<file path="src/hdl/rcqf_defs.vh">
/*
  Constants for the rate-control QP and flatness block: register byte
  offsets, field positions, reset values and fixed algorithm figures.
  Assumes inclusion by rcqf_core.v and by the test bench.
*/
`ifndef RCQF_DEFS_VH
`define RCQF_DEFS_VH

// ----------------------------------------------------------------------
// Register byte offsets
// ----------------------------------------------------------------------
`define RCQF_OFS_CTRL      8'h00
`define RCQF_OFS_DEPTH     8'h04
`define RCQF_OFS_BPP       8'h08
`define RCQF_OFS_MARGIN    8'h0C
`define RCQF_OFS_LINEOFS   8'h10
`define RCQF_OFS_NFL       8'h14
`define RCQF_OFS_NSL       8'h18
`define RCQF_OFS_SLICE     8'h1C
`define RCQF_OFS_FLATQP    8'h20
`define RCQF_OFS_CAP       8'h24
`define RCQF_OFS_STATUS    8'h28
`define RCQF_OFS_THR_BASE  8'h40
`define RCQF_OFS_RNG_BASE  8'h80

// ----------------------------------------------------------------------
// Field positions
// ----------------------------------------------------------------------
`define RCQF_CTRL_N422     2
`define RCQF_CTRL_N420     3
`define RCQF_THR_LSB       6

// ----------------------------------------------------------------------
// Reset values
// ----------------------------------------------------------------------
`define RCQF_RST_CTRL      32'h0000_0002
`define RCQF_RST_DEPTH     32'h0000_0808
`define RCQF_RST_BPP       32'h0000_0080
`define RCQF_RST_MARGIN    32'h0000_0303
`define RCQF_RST_FLATQP    32'h0000_0C03
`define RCQF_RST_CAP       32'h0000_2000

// ----------------------------------------------------------------------
// Algorithm figures
// ----------------------------------------------------------------------
`define RCQF_MINOR_V1      2'h1
`define RCQF_MINOR_V2      2'h2
`define RCQF_MIN_GROUP_BITS 16'sh0003
`define RCQF_OVF_LIMIT     16'shFF54
`define RCQF_OVF_LIMIT_422 16'shFF20
`define RCQF_FLAT_QP_DROP  5'h04
`define RCQF_MP_UNITS_MIN  3'h3
`define RCQF_SAVE_TOP      2'h2
`define RCQF_BPP_FRAC      4
`define RCQF_LINE_FRAC     11

`endif

</file>
<file path="src/hdl/rcqf_core.v">
/*
  Rate-control long-term range selection, short-term QP adjustment,
  bit-save state and encoder flatness decision, with a classic Wishbone
  register slave. Assumes all group inputs come from logic on sys_clk and
  are valid in the cycle their strobe is high.
*/
// Register access over Wishbone and the register addresses were chosen for this implementation.
`timescale 1ns/1ns
`include "rcqf_defs.vh"
module rcqf_core #(
  parameter QPW = 5,
  parameter FW  = 16
) (
  input  wire            sys_clk,
  input  wire            resetn,
  input  wire [7:0]      wb_adr_i,
  input  wire [31:0]     wb_dat_i,
  input  wire [3:0]      wb_sel_i,
  input  wire            wb_we_i,
  input  wire            wb_cyc_i,
  input  wire            wb_stb_i,
  output reg  [31:0]     wb_dat_o,
  output reg             wb_ack_o,
  input  wire            group_valid,
  input  wire [FW-1:0]   model_fill_level,
  input  wire [FW-1:0]   rate_buffer_level,
  input  wire [FW-1:0]   transform_offset,
  input  wire            first_line,
  input  wire            second_line,
  input  wire [2:0]      pixels_in_group,
  input  wire [FW-1:0]   rate_size_prior_group,
  input  wire [FW-1:0]   coded_size_prior_group,
  input  wire [31:0]     predicted_sizes,
  input  wire            history_coded_flag,
  input  wire [2:0]      midpoint_unit_count,
  input  wire            group_flat_signalled,
  input  wire            group_flat_very,
  input  wire            slice_start,
  input  wire            flat_check_valid,
  input  wire [63:0]     spread_check1,
  input  wire [63:0]     spread_check2,
  input  wire            flat_single_pixel,
  input  wire            flat_next_line,
  output reg  [QPW-1:0]  main_quant_param,
  output reg             qp_valid,
  output reg  [3:0]      range_index,
  output reg  [1:0]      bit_saving_state,
  output reg             flat_valid,
  output reg             flat_flag,
  output reg  [1:0]      flat_group,
  output reg             flat_very
);
  // --------------------------------------------------------------------
  // Functions
  // --------------------------------------------------------------------
  function [QPW-1:0] flat_qp;
    input [QPW-1:0] qp;
    input           very;
    input [4:0]     bpc;
    begin
      if (very)
        flat_qp = 5'h01 + {bpc[3:0] - 4'h8, 1'b0};
      else if (qp > `RCQF_FLAT_QP_DROP)
        flat_qp = qp - `RCQF_FLAT_QP_DROP;
      else
        flat_qp = 5'h00;
    end
  endfunction

  function [3:0] qp_to_level;
    input [QPW-1:0] qp;
    input [4:0]     bpc;
    reg   [3:0]     lv;
    begin
      lv = 4'h0;
      case (qp)
        5'd0, 5'd1, 5'd2: lv = 4'h0;
        5'd3, 5'd4: lv = 4'h1;
        5'd5, 5'd6: lv = 4'h2;
        5'd7, 5'd8: lv = 4'h3;
        5'd9, 5'd10: lv = 4'h4;
        5'd11, 5'd12: lv = 4'h5;
        5'd13, 5'd14: lv = 4'h6;
        5'd15, 5'd16, 5'd17: lv = 4'h7;
        5'd18: lv = 4'h8;
        5'd19, 5'd20, 5'd21: lv = 4'h9;
        5'd22: lv = 4'hA;
        5'd23, 5'd24, 5'd25: lv = 4'hB;
        5'd26: lv = 4'hC;
        5'd27, 5'd28, 5'd29: lv = 4'hD;
        5'd30: lv = 4'hE;
        default: lv = 4'hF;
      endcase
      if ((bpc == 5'd8 && qp == 5'd13) || (bpc == 5'd10 && qp == 5'd17) ||
          (bpc == 5'd12 && qp == 5'd21) || (bpc == 5'd14 && qp == 5'd25))
        lv = lv - 4'h1;
      qp_to_level = lv;
    end
  endfunction

  // Grade one group from four component spreads: 2 very, 1 somewhat, 0 none
  function [1:0] grade;
    input [63:0] sp;
    input [15:0] very_lim;
    input [15:0] mild_lim;
    integer      c;
    reg          v;
    reg          m;
    begin
      v = 1'b1;
      m = 1'b1;
      for (c = 0; c < 4; c = c + 1) begin
        if (sp[c*16 +: 16] > very_lim) v = 1'b0;
        if (sp[c*16 +: 16] > mild_lim) m = 1'b0;
      end
      grade = v ? 2'h2 : (m ? 2'h1 : 2'h0);
    end
  endfunction

  // --------------------------------------------------------------------
  // Register file
  // --------------------------------------------------------------------
  reg  [31:0]    ctrl_q, depth_q, bpp_q, margin_q, lineofs_q;
  reg  [31:0]    nfl_q, nsl_q, slice_q, flatqp_q, cap_q;
  reg  [15:0]    thr_q [0:13];
  reg  [21:0]    rng_q [0:14];
  reg  [1:0]     mpp_state_q;
  reg  [QPW-1:0] last_qp_q, second_last_qp_q;
  reg  [31:0]    rd_val;
  wire [31:0]    wmask = {{8{wb_sel_i[3]}}, {8{wb_sel_i[2]}},
                          {8{wb_sel_i[1]}}, {8{wb_sel_i[0]}}};
  wire [31:0]    wval  = (rd_val & ~wmask) | (wb_dat_i & wmask);
  wire           wr_en = wb_cyc_i & wb_stb_i & wb_we_i & ~wb_ack_o;
  wire [3:0]     thr_i = wb_adr_i[5:2];
  wire [3:0]     rng_i = wb_adr_i[5:2];
  wire           thr_hit = (wb_adr_i[7:6] == 2'b01) && (thr_i < 4'd14);
  wire           rng_hit = (wb_adr_i[7:6] == 2'b10) && (rng_i < 4'd15);
  integer        k;
  integer        j;

  always @* begin
    rd_val = 32'h0000_0000;
    case (wb_adr_i)
      `RCQF_OFS_CTRL:    rd_val = ctrl_q;
      `RCQF_OFS_DEPTH:   rd_val = depth_q;
      `RCQF_OFS_BPP:     rd_val = bpp_q;
      `RCQF_OFS_MARGIN:  rd_val = margin_q;
      `RCQF_OFS_LINEOFS: rd_val = lineofs_q;
      `RCQF_OFS_NFL:     rd_val = nfl_q;
      `RCQF_OFS_NSL:     rd_val = nsl_q;
      `RCQF_OFS_SLICE:   rd_val = slice_q;
      `RCQF_OFS_FLATQP:  rd_val = flatqp_q;
      `RCQF_OFS_CAP:     rd_val = cap_q;
      `RCQF_OFS_STATUS:  rd_val = {14'h0000, mpp_state_q, bit_saving_state,
                                   range_index, 5'h00, main_quant_param};
      default: begin
        if (thr_hit) rd_val = {16'h0000, thr_q[thr_i]};
        else if (rng_hit) rd_val = {10'h000, rng_q[rng_i]};
      end
    endcase
  end

  always @(posedge sys_clk) begin
    if (!resetn) begin
      wb_ack_o  <= 1'b0;
      wb_dat_o  <= 32'h0000_0000;
      ctrl_q    <= `RCQF_RST_CTRL;
      depth_q   <= `RCQF_RST_DEPTH;
      bpp_q     <= `RCQF_RST_BPP;
      margin_q  <= `RCQF_RST_MARGIN;
      lineofs_q <= 32'h0000_0000;
      nfl_q     <= 32'h0000_0000;
      nsl_q     <= 32'h0000_0000;
      slice_q   <= 32'h0000_0000;
      flatqp_q  <= `RCQF_RST_FLATQP;
      cap_q     <= `RCQF_RST_CAP;
      for (k = 0; k < 14; k = k + 1) thr_q[k] <= 16'h0000;
      for (k = 0; k < 15; k = k + 1) rng_q[k] <= 22'h00_0000;
    end else begin
      wb_ack_o <= wb_cyc_i & wb_stb_i & ~wb_ack_o;
      wb_dat_o <= rd_val;
      if (wr_en) begin
        case (wb_adr_i)
          `RCQF_OFS_CTRL:    ctrl_q    <= {28'h000_0000, wval[3:0]};
          `RCQF_OFS_DEPTH:   depth_q   <= {19'h0_0000, wval[12:8], 3'h0, wval[4:0]};
          `RCQF_OFS_BPP:     bpp_q     <= {22'h00_0000, wval[9:0]};
          `RCQF_OFS_MARGIN:  margin_q  <= {16'h0000, wval[15:0]};
          `RCQF_OFS_LINEOFS: lineofs_q <= {16'h0000, wval[15:0]};
          `RCQF_OFS_NFL:     nfl_q     <= {16'h0000, wval[15:0]};
          `RCQF_OFS_NSL:     nsl_q     <= {16'h0000, wval[15:0]};
          `RCQF_OFS_SLICE:   slice_q   <= {16'h0000, wval[15:0]};
          `RCQF_OFS_FLATQP:  flatqp_q  <= {19'h0_0000, wval[12:8], 3'h0, wval[4:0]};
          `RCQF_OFS_CAP:     cap_q     <= {16'h0000, wval[15:0]};
          default: begin
            if (thr_hit)
              thr_q[thr_i] <= {wval[15:`RCQF_THR_LSB], 6'h00};
            else if (rng_hit)
              rng_q[rng_i] <= wval[21:0];
          end
        endcase
      end
    end
  end

  // --------------------------------------------------------------------
  // Long-term range selection
  // --------------------------------------------------------------------
  wire [1:0]     minor = ctrl_q[1:0];
  wire           v2    = (minor == `RCQF_MINOR_V2);
  wire           n422  = ctrl_q[`RCQF_CTRL_N422];
  wire [4:0]     bpc0  = depth_q[4:0];
  wire [4:0]     bpc1  = depth_q[12:8];
  reg  [3:0]     range_d;
  always @* begin
    range_d = 4'd14;
    for (j = 13; j >= 0; j = j - 1)
      if ($signed(model_fill_level) < $signed(thr_q[j])) range_d = j[3:0];
    if ($signed(model_fill_level) > 0) range_d = 4'd14;
  end
  wire [QPW-1:0] working_qp_floor   = rng_q[range_d][4:0];
  wire [QPW-1:0] working_qp_ceiling = rng_q[range_d][12:8];
  wire [15:0]    working_bits_adjust = {{10{rng_q[range_d][21]}}, rng_q[range_d][21:16]};
  wire [QPW-1:0] top_ceiling = rng_q[14][12:8];

  // --------------------------------------------------------------------
  // Bit-save state
  // --------------------------------------------------------------------
  wire [7:0]  ps0 = predicted_sizes[7:0];
  wire [7:0]  ps1 = predicted_sizes[15:8];
  wire [7:0]  ps2 = predicted_sizes[23:16];
  wire [7:0]  ps3 = predicted_sizes[31:24];
  wire [9:0]  ps_sum = {2'b00, ps0} + {2'b00, ps1} + {2'b00, ps2} + {2'b00, ps3};
  wire [9:0]  predicted_activity = n422 ? ({5'h00, last_qp_q} + {1'b0, ps_sum[9:1]})
                                 : ({5'h00, last_qp_q} + {2'b00, ps0}
                                   + {2'b00, (ps1 > ps2) ? ps1 : ps2});
  wire [5:0]  bit_saving_threshold = {1'b0, bpc0} + {1'b0, bpc1} - 6'd2;
  reg  [1:0]  save_d, mpp_d;
  always @* begin
    save_d = 2'h0;
    mpp_d  = 2'h0;
    if (v2 && !first_line && !group_flat_signalled) begin
      if (history_coded_flag && midpoint_unit_count >= `RCQF_MP_UNITS_MIN) begin
        mpp_d  = (mpp_state_q == `RCQF_SAVE_TOP) ? `RCQF_SAVE_TOP : mpp_state_q + 2'h1;
        save_d = (mpp_d == `RCQF_SAVE_TOP) ? `RCQF_SAVE_TOP : bit_saving_state;
      end else if (history_coded_flag &&
                   predicted_activity >= {4'h0, bit_saving_threshold}) begin
        mpp_d  = mpp_state_q;
        save_d = bit_saving_state;
      end else if (history_coded_flag) begin
        mpp_d  = mpp_state_q;
        save_d = (bit_saving_state == 2'h0) ? 2'h1 : bit_saving_state;
      end
    end
  end

  // --------------------------------------------------------------------
  // Target bits and short-term QP
  // --------------------------------------------------------------------
  reg  signed [15:0] line_bits_adjust;
  always @* begin
    if (first_line)
      line_bits_adjust = {{8{lineofs_q[7]}}, lineofs_q[7:0]};
    else
      line_bits_adjust = -($signed(nfl_q[15:0]) >>> `RCQF_LINE_FRAC);
    if (second_line)
      line_bits_adjust = {{8{lineofs_q[15]}}, lineofs_q[15:8]};
    else
      line_bits_adjust = -($signed(nsl_q[15:0]) >>> `RCQF_LINE_FRAC);
    line_bits_adjust = line_bits_adjust - ($signed(slice_q[15:0]) >>> `RCQF_LINE_FRAC);
  end
  wire [12:0] pix_bits = {10'h000, pixels_in_group} * bpp_q[9:0];
  wire signed [15:0] group_bit_target = $signed({6'h00, pix_bits[12:3] + 10'h001} >> 1)
                     + $signed(working_bits_adjust) + line_bits_adjust;
  wire signed [15:0] tgt_low  = group_bit_target - $signed({8'h00, margin_q[7:0]});
  wire signed [15:0] tgt_high = group_bit_target + $signed({8'h00, margin_q[15:8]});
  wire signed [15:0] qp_step_amount =
       ($signed(coded_size_prior_group) - group_bit_target) >>> 1;
  wire signed [15:0] fill_sum = $signed(rate_buffer_level) + $signed(transform_offset);
  wire overflow_near = fill_sum > (n422 ? `RCQF_OVF_LIMIT_422 : `RCQF_OVF_LIMIT);

  wire [QPW-1:0] second_adj = (v2 && group_flat_signalled) ?
                 flat_qp(second_last_qp_q, group_flat_very, bpc0) : second_last_qp_q;
  wire [QPW-1:0] raised_qp_ceiling = working_qp_ceiling + 5'h01;
  wire [QPW-1:0] lowered_qp_floor  = (working_qp_ceiling > 5'h04) ?
                                     working_qp_ceiling - 5'h04 : 5'h00;
  wire [QPW-1:0] lim_hi = (v2 && bit_saving_state != 2'h0) ? raised_qp_ceiling
                                                            : working_qp_ceiling;
  wire [QPW-1:0] lim_lo = (v2 && bit_saving_state == `RCQF_SAVE_TOP) ? lowered_qp_floor
                                                                      : working_qp_floor;
  reg  [6:0]     qp_wide;
  reg  [QPW-1:0] short_term_quant_param;
  reg  [QPW-1:0] main_d;
  always @* begin
    qp_wide = {2'b00, last_qp_q};
    if ($signed(rate_size_prior_group) < `RCQF_MIN_GROUP_BITS ||
        ($signed(coded_size_prior_group) < tgt_low &&
         $signed(rate_size_prior_group) < tgt_low)) begin
      if (qp_wide > {2'b00, lim_lo}) qp_wide = qp_wide - 7'd1;
    end else if ($signed(coded_size_prior_group) > tgt_high ||
                 $signed(rate_size_prior_group) > tgt_high) begin
      if (second_adj < last_qp_q || qp_step_amount < 16'sd1)
        qp_wide = qp_wide + 7'd1;
      else
        qp_wide = qp_wide + ((qp_step_amount > 16'sd31) ? 7'd31 : qp_step_amount[6:0]);
    end
    if (qp_wide > {2'b00, lim_hi}) qp_wide = {2'b00, lim_hi};
    if (qp_wide < {2'b00, lim_lo}) qp_wide = {2'b00, lim_lo};
    short_term_quant_param = qp_wide[QPW-1:0];
    if (v2 && short_term_quant_param > working_qp_ceiling)
      short_term_quant_param = working_qp_ceiling;
    if (v2 && short_term_quant_param < working_qp_floor)
      short_term_quant_param = working_qp_floor;
    if (overflow_near) short_term_quant_param = top_ceiling;
    if (group_flat_signalled && last_qp_q != top_ceiling)
      main_d = flat_qp(short_term_quant_param, group_flat_very, bpc0);
    else
      main_d = short_term_quant_param;
  end

  always @(posedge sys_clk) begin
    if (!resetn) begin
      main_quant_param <= 5'h00;
      last_qp_q        <= 5'h00;
      second_last_qp_q <= 5'h00;
      qp_valid         <= 1'b0;
      range_index      <= 4'h0;
      bit_saving_state <= 2'h0;
      mpp_state_q      <= 2'h0;
    end else begin
      qp_valid <= group_valid;
      if (group_valid) begin
        main_quant_param <= main_d;
        last_qp_q        <= main_d;
        second_last_qp_q <= last_qp_q;
        range_index      <= range_d;
        bit_saving_state <= save_d;
        mpp_state_q      <= mpp_d;
      end
    end
  end

  // --------------------------------------------------------------------
  // Encoder flatness decision
  // --------------------------------------------------------------------
  reg  [1:0]     sg_pos_q;
  reg            prev_flat_q;
  reg            sel_q;
  reg  [1:0]     sel_grp_q;
  reg            sel_very_q;
  reg  [QPW-1:0] sg_qp_q;
  wire [QPW-1:0] lvl_qp = (sg_qp_q > `RCQF_FLAT_QP_DROP) ? sg_qp_q - `RCQF_FLAT_QP_DROP : 5'h00;
  wire [3:0]     flat_quant_level = qp_to_level(lvl_qp, bpc0);
  wire [15:0]    very_flat_limit = 16'h0002 << (bpc0[3:0] - 4'h8);
  wire [15:0]    mild_limit = 16'h0001 << flat_quant_level;
  wire [1:0]     g1 = grade(spread_check1, very_flat_limit, mild_limit);
  wire [1:0]     g2 = grade(spread_check2, very_flat_limit, mild_limit);
  wire [1:0]     g_fin = flat_next_line ? 2'h0 :
                 ((g1 != 2'h0 || flat_single_pixel) ? g1 : g2);
  wire           cur_flat = (g_fin != 2'h0);
  wire           pick = !sel_q && !prev_flat_q && cur_flat;
  wire           in_range = (main_quant_param >= flatqp_q[4:0]) &&
                            (main_quant_param <= flatqp_q[12:8]);

  always @(posedge sys_clk) begin
    if (!resetn) begin
      sg_pos_q    <= 2'h0;
      prev_flat_q <= 1'b0;
      sel_q       <= 1'b0;
      sel_grp_q   <= 2'h0;
      sel_very_q  <= 1'b0;
      sg_qp_q     <= 5'h00;
      flat_valid  <= 1'b0;
      flat_flag   <= 1'b0;
      flat_group  <= 2'h0;
      flat_very   <= 1'b0;
    end else begin
      flat_valid <= 1'b0;
      if (slice_start) begin
        sg_pos_q    <= 2'h0;
        prev_flat_q <= 1'b0;
        sel_q       <= 1'b0;
      end else if (flat_check_valid) begin
        if (sg_pos_q == 2'h0) sg_qp_q <= second_last_qp_q;
        sg_pos_q    <= sg_pos_q + 2'h1;
        prev_flat_q <= cur_flat;
        if (pick) begin
          sel_q      <= 1'b1;
          sel_grp_q  <= sg_pos_q;
          sel_very_q <= (g_fin == 2'h2);
        end
        if (sg_pos_q == 2'h3) begin
          flat_valid  <= 1'b1;
          flat_flag   <= (sel_q | pick) & in_range;
          flat_group  <= pick ? sg_pos_q : sel_grp_q;
          flat_very   <= pick ? (g_fin == 2'h2) : sel_very_q;
          sel_q       <= 1'b0;
          prev_flat_q <= (sel_q | pick) & in_range;
        end
      end
    end
  end
endmodule // rcqf_core

</file>
<file path="config.mk">
export PLATFORM = sky130hd
export DESIGN_NAME = rcqf_core
export DESIGN_NICKNAME = d
export VERILOG_FILES = /design/src/hdl/rcqf_core.v
export VERILOG_INCLUDE_DIRS = /design/src /design/src/hdl
export SDC_FILE = /design/constraint.sdc
export NUM_CORES = 2
export LEC_CHECK = 0
export BUFFER_PORTS_ARGS = -buffer_cell sky130_fd_sc_hd__buf_2
export CAP_MARGIN = 10
export CORE_AREA = 4 4 344 346
export DETAILED_ROUTE_END_ITERATION = 10
export DIE_AREA = 0 0 348 350
export GPL_ROUTABILITY_DRIVEN = 1
export PLACE_DENSITY = 0.73
export RECOVER_POWER = 50
export SLEW_MARGIN = 20
export SYNTH_ARGS = -nofsm -noshare
export SYNTH_HDL_FRONTEND = slang
export SYNTH_SLANG_ARGS = --single-unit
</file>
<file path="constraint.sdc">
create_clock -name sys_clk -period 60.8 [get_ports sys_clk]
set_input_delay 12.16 -clock sys_clk [delete_from_list [all_inputs] [get_ports sys_clk]]
set_output_delay 12.16 -clock sys_clk [all_outputs]
set_load 0.02 [all_outputs]
</file>
# Yosys cells after proc, flatten, opt, wreduce, memory -nomap -nowiden

Memory sizes are Yosys's and may differ from the RTL's.
Index checks and enable logic that the tools add are counted.

Bitwise operators: 14
Reductions and logical operators: 59
Multiplexer cells: 100
Magnitude comparators: 56
Eq/ne operators: 31
Multiply operators: 1
Add/subtract/negate cells: 30
Shift operators: 2

Operators by type and width:

| cell                | number |
|---|---|
| $gt 16x16->1        | 18 |
| $lt 16x16->1        | 16 |
| $pmux 22 s11        | 1 |
| $mux 5              | 14 |
| $mux 4              | 17 |
| $mux 22             | 3 |
| $mux 7              | 7 |
| $and 22x22->22      | 2 |
| $mux 1              | 37 |
| $mux 2              | 17 |
| $eq 8x5->1 const B  | 4 |
| $eq 5x4->1 const B  | 5 |
| $eq 8x6->1 const B  | 3 |
| $reduce_and 2->1    | 12 |
| $not 22->22         | 1 |
| $or 22x22->22       | 1 |
| $reduce_or 22->1    | 1 |
| $add 9x8->10        | 2 |
| $gt 5x3->1 const B  | 4 |
| $logic_and 1x1->1   | 20 |
| $mux 10             | 2 |
| $reduce_or 10->1    | 2 |
| $sub 5x3->5 const B | 4 |
| $add 11x16->16      | 1 |
| 63 further kinds    | 99 |

Bits in writable memories: 470
Bits in registers: 199
Output and inout port bits: 50
Memories kept: 3
Bits in read-only memories: 128
Logic and storage cells: 324
Input port bits: 305

Memory list:

| name             | words | width | read ports | clocked after memory_dff | wr ports | RTL line        | text |
|---|---|---|---|---|---|---|---|
| rng_q            | 15    | 22    | 3          | 0                        | 15       | rcqf_core.v:126 | `reg [21:0] rng_q [0:14];` |
| thr_q            | 14    | 10    | 15         | 0                        | 14       | rcqf_core.v:125 | `reg [15:0] thr_q [0:13];` |
| (name not given) | 32    | 4     | 1          | 0                        | 0        | rcqf_core.v:76  | `case (qp)` |

# Depth between registers and ports, before layout

An unclocked memory read counts as a cell.

Word-level depth: 42
Gate-level depth with buffers: 95
Depth with buffers taken out: 87

# Worst setup path before layout

No wires, ideal clock.

Path type: in2reg
Start: in model_fill_level[15]
End: reg last_qp_q[2]
Slack: 32.328 ns
Stages: 85
Data arrival time: 28.397 ns
Cell sequence: ha_1 -> or4b_1 -> a2111oi_2 -> o21ai_1 -> or3b_1 -> o211ai_1 -> o31a_1 -> a21oi_2 -> buf_4 -> buf_6 -> buf_2 -> buf_1 -> buf_1 -> clkbuf_1 -> clkbuf_1 -> nand2_1 -> nand3_1 -> nand3_1 -> [... 49 more ...] -> o21a_1 -> o21ai_0 -> a21oi_1 -> inv_1 -> and4b_1 -> a221oi_2 -> ha_1 -> a21oi_1 -> nor2b_1 -> o21ai_0 -> and3b_1 -> o21ai_0 -> inv_1 -> a21oi_1 -> a211oi_2 -> inv_2 -> or4_1 -> o22ai_1

Cells in the longest elaborated chain, start to end: 41
Elaborated cells on any way between the ends: 75
Those cells by class: add/sub (9); order compare (28); mux (31); reduce/logical (6); memory (1)

RTL lines:

| item                                                       | RTL line        | text |
|---|---|---|
| start: declaration                                         | rcqf_core.v:25  | `input wire [FW-1:0] model_fill_level,` |
| $lt 16x16->1                                               | rcqf_core.v:217 | `if ($signed(model_fill_level) < $signed(thr_q[j])) range_d = j[3:0];` |
| $mux 2                                                     | rcqf_core.v:217 |  |
| $mux 4 (13 in a row)                                       | rcqf_core.v:217 |  |
| $mux 4 *                                                   | rcqf_core.v:218 | `if ($signed(model_fill_level) > 0) range_d = 4'd14;` |
| $mem_v2 15x22 *                                            | --              |  |
| $add 10x6->11                                              | rcqf_core.v:273 | `+ $signed(working_bits_adjust) + line_bits_adjust;` |
| $add 11x16->16                                             | rcqf_core.v:273 |  |
| $sub 16x16->16                                             | rcqf_core.v:277 | `($signed(coded_size_prior_group) - group_bit_target) >>> 1;` |
| [... 13 more ...]                                          | --              |  |
| $lt 5x5->1                                                 | rcqf_core.v:311 | `if (v2 && short_term_quant_param < working_qp_floor)` |
| $logic_and 1x1->1                                          | rcqf_core.v:311 |  |
| $mux 5 *                                                   | rcqf_core.v:311 |  |
| $mux 5 *                                                   | rcqf_core.v:313 | `if (overflow_near) short_term_quant_param = top_ceiling;` |
| $sub 5x3->5 (no line) / $gt 5x3->1 (equally long branches) | --              |  |
| $mux 5                                                     | rcqf_core.v:63  | `` else if (qp > `RCQF_FLAT_QP_DROP) `` |
| $mux 5                                                     | rcqf_core.v:61  | `if (very)` |
| $mux 5 *                                                   | rcqf_core.v:314 | `if (group_flat_signalled && last_qp_q != top_ceiling)` |
| end signal: assignment                                     | rcqf_core.v:333 | `last_qp_q <= main_d;` |
| end: declaration                                           | rcqf_core.v:128 | `reg [QPW-1:0] last_qp_q, second_last_qp_q;` |

Every way passes the cells marked *; elsewhere a longest branch is shown, timed or not.
A chain may end at the register's enable or synchronous reset.

# Worst setup path in the final report

Start: in model_fill_level[15]
End: reg last_qp_q[3]

The elaborated chain is that of the path after synthesis.

==> metrics.md <==
| Metric | Value |
|---|---|
| First-pass GRT wire length | 263,000 microns |
| Cell-internal power | 1320 uW |
| Post-CTS Hold Fix Bufs | 0 |
| Met1 usage | between 30 and 40% |
| Top Usage Layer GRT | met2 |
| Most frequent cells after synthesis | nor2_1, ha_1, edfxtp_1, nand2_1, inv_1 |
| Post-Place Setup Slack | ~29 ns |
| Vias in the first global route | 43,719 |
| Sw Ratio | 42.4% |
| H-Tree Depth | 3 |
| Die Height | roughly 350 microns |
| Die Width | between 300 and 400 microns |
| Layout cell share with drive strength beyond 1 | about an eighth |
| Failing checks | max-capacitance violations, max-slew violations |
| Critical Path Start | model_fill_level[15] |
| Seq pwr share | between 20% and 30% |
| Via count | between 40,000 and 50,000 |
| CP max stage cell | a21boi_0 |
| Hold Fails Final Rpt | 0 |
| Post-synth top area cell | edfxtp_1 |
| Top-level port count | ~360 |
| Ys Warns | 0 |
| Clock sink count | around 700 |
| Port Buffers | 333 |
| Crit path buffers/inverters | 11 |
| Synth Instances | around 5,500 |
| Psw | between 900 and 1000 uW |
| Power Density | a little under 40 nW/um^2 |
| FF-to-FF Start | thr_q[5][5] |
| Status | complete, but fails checks |
| Grt total ovfl | 0 |
| Slew Limit Fails | between 800 and 900 |
| CP startpoint kind | input pin |
| Wire length per cell | around 24 microns |
| Ys flop type | edfxtp_1 |
| Max-cap violations | 30 |
| Post-Syn Area | about 53,000 sq um |
| Max VDD drop | 0.0000672 V |
| Largest net degree at the start of global routing | approximately 90 |
| Fin cells | approximately 7,300 |
| DR iter-0 viols | 5,777 |
| DP Cell Count | 7,183 |
| Met3 Use GR | 6.69% |
| Post-synthesis async set-or-reset flop share | 0% |
| Post-cts sizing count | 0 |
| Hold Path Class | reg2reg |
| Comb power frac | between 50% and 60% |
| Synthesis-to-layout area growth | 11.1% |
| CP max stage delay | about 0.83 ns |
| RSZ-0062 raised after global routing | no |
| Core ar. | approximately 120,000 sq um |
| Top cells by area, synth | edfxtp_1, ha_1, dfxtp_1 |
| Filler cells | ~10,000 |
| Critical hold path startpoint | sg_qp_q[3] |
| Clock Power Share | 21.1% |
| Fin worst setup slack | around 29 ns |
| Unique masters post-synth | around 110 |
| Post-CTS setup buffer count | 0 |
| Fmax | 0.0314 GHz |
| Top cell by count, worst path | ha_1 |
| Post-synth EDFFs | ~510 |
| Cells on worst reg2reg path | 79 |
| HPWL after DPL | approximately 120,000 microns |
| Final Util | between 50% and 60% |
| Slew @ Worst Pin | 4.96 ns |
| Leak pwr | roughly 0.024 uW |
| GRT met2 Usage | between 40% and 50% |
| Crit end category | flop |
| Critical Path Fanout Max | 68 |
| Initial antenna violation count | 10 |
| CP arrival | 32.17 ns |
| Syn avg cell area | roughly 9.6 sq um |
| CP required | ~61 ns |
| CTS Buf Count | between 70 and 80 |
| CTS root buffer | clkbuf_16 |
| Remaining DRCs | 0 |
| Die area | 122,000 sq um |
| Count leader, synth | nor2_1 |
| Nets | 6,729 |
| Starting Density | ~46% |
| FF-to-FF End | last_qp_q[3] |
| Final ANT Viol Nets | 0 |
| TritonCTS clock tree | yes |
| Overall Global Routing Usage | between 20 and 30% |
| Final Setup Violations | 0 |
| Synthesis-stage register bit count | roughly 700 |
| Placer Congestion | 0.947 |
| Sequential fraction of the synthesis area | between 30% and 40% |
| Clock-pin slew on the worst setup and hold paths | around 0.06 ns |
| Crit path depth | 80 |
| Reg2Reg Setup Slack | ~41 ns |
| Post-Route Setup TNS | 0 ns |
| WS Path Type | in2reg |
| Final setup skew | slightly above 0.05 ns |
| Clk_lat worst skew | between 0.6 and 0.7 ns |
| Final wirelength | 177,000 microns |
| Period Utilization, post-route | around 52% |
| Max clock buf depth | 3 |
| Overall power | ~2300 uW |
| Synth top area share | between 20% and 30% |
| Row Count | 125 |
| CP endpoint | last_qp_q[3] |
| Slew HR | -231% |
| 1st-pass router iterations | 7 |
| Minimum clock period | 31.81 ns |
| DR vias/cell | 6.17 |
| Delay-heaviest family, CP | compound AO/OA/AOI/OAI gates |
## routing by layer
metal  share of wire, %  routed length, microns
met5              0.028                      49
met3                 12                   21500
met2                 45                   79200
met4                4.7                    8350
met1                 38                   67500
## cells in the final DEF, fill, tap and decap left out, drive strengths merged, types with 29 or more instances in the layout
| cell | n |
|---|---|
| nor2 | 894 |
| ha | 626 |
| edfxtp | 512 |
| nand2 | 419 |
| inv | 398 |
| buf | 350 |
| a21oi | 337 |
| dfxtp | 189 |
| nand3 | 181 |
| clkbuf | 168 |
| o21ai | 167 |
| mux4 | 163 |
| nand4 | 102 |
| a21o | 97 |
| nor2b | 88 |
| xnor2 | 84 |
| mux2i | 78 |
| o21a | 70 |
| nand2b | 65 |
| fa | 60 |
| nor3 | 55 |
| conb | 52 |
| a211oi | 51 |
| a31oi | 39 |
| and3 | 36 |
| and2 | 35 |
| nor4 | 32 |
| a22oi | 30 |
| o211ai | 29 |
## per-stage QoR
| stage | instance area, sq um | hold WS, ns |
|---|---|---|
| 2_1_floorplan | 52800 | 0.436 |
| 3_3_place_gp | 56100 | 0.448 |
| 3_5_place_dp | 56100 | 0.459 |
| 4_1_cts | 58700 | 0.472 |
| 5_1_grt | 58500 | 0.488 |
| 6_report | 58500 | 0.472 |
## layout make-up
cell class	count	area, sq um	area share [%]
clock buffers	101	2120	3.63
repair buffers	417	2160	3.69
inverters	396	1490	2.54
multi-input cells	4145	31200	53.3
well taps	1524	1910	3.26
flip-flops and latches	701	19200	32.7
diodes	8	20.0	0.0342
clock inverters	41	465	0.796
## power by group through the flow
| stage | registers, uW | clock network, uW | logic, uW |
|---|---|---|---|
| 2_1_floorplan | 547 | 0 | 948 |
| 3_3_place_gp | 546 | 0 | 1200 |
| 3_5_place_dp | 547 | 0 | 1230 |
| 4_1_cts | 537 | 485 | 1240 |
| 5_1_grt | 539 | 505 | 1410 |
| 6_report | 538 | 482 | 1260 |
## registers in the layout, indices dropped and copies added, names as in the netlist, 10 cells and up
signal and count:
bpp_q 10, cap_q 16, depth_q 10, flatqp_q 10, lineofs_q 16, margin_q 16
nfl_q 16, nsl_q 16, rng_q 352, slice_q 16, thr_q 160, wb_dat_o 22
## cells by family after synthesis
group           Yosys count  share of synthesized area (%)
simple gates           1979                           17.0
compound gates         1053                           13.4
buf+inv                 704                           5.24
flops                   701                           36.4
fa+ha+maj               691                           17.3
mux                     258                           8.82
xor+xnor                112                           1.90
other cells               1                        0.00712
## worst min path at each step
stage / end / slack (ns) / depth (start not counted)
after floorplan: sg_qp_q[3] / 0.44 / 2
after global placement: sg_qp_q[3] / 0.45 / 2
after detailed placement: wb_ack_o / 0.46 / 1
after CTS: sg_qp_q[3] / 0.47 / 2
after global routing: sg_qp_q[3] / 0.49 / 2
final: sg_qp_q[3] / 0.47 / 2
## worst min-delay path, delay by kind of cell (launching register included)
| kind | cells | cell delay, ns |
|---|---|---|
| AO/OA/AOI/OAI | 1 | 0.06 |
| flip-flops | 1 | 0.31 |
| AND/OR/NAND/NOR | 1 | 0.05 |
Note: power is estimated with default switching activity, not from simulation.
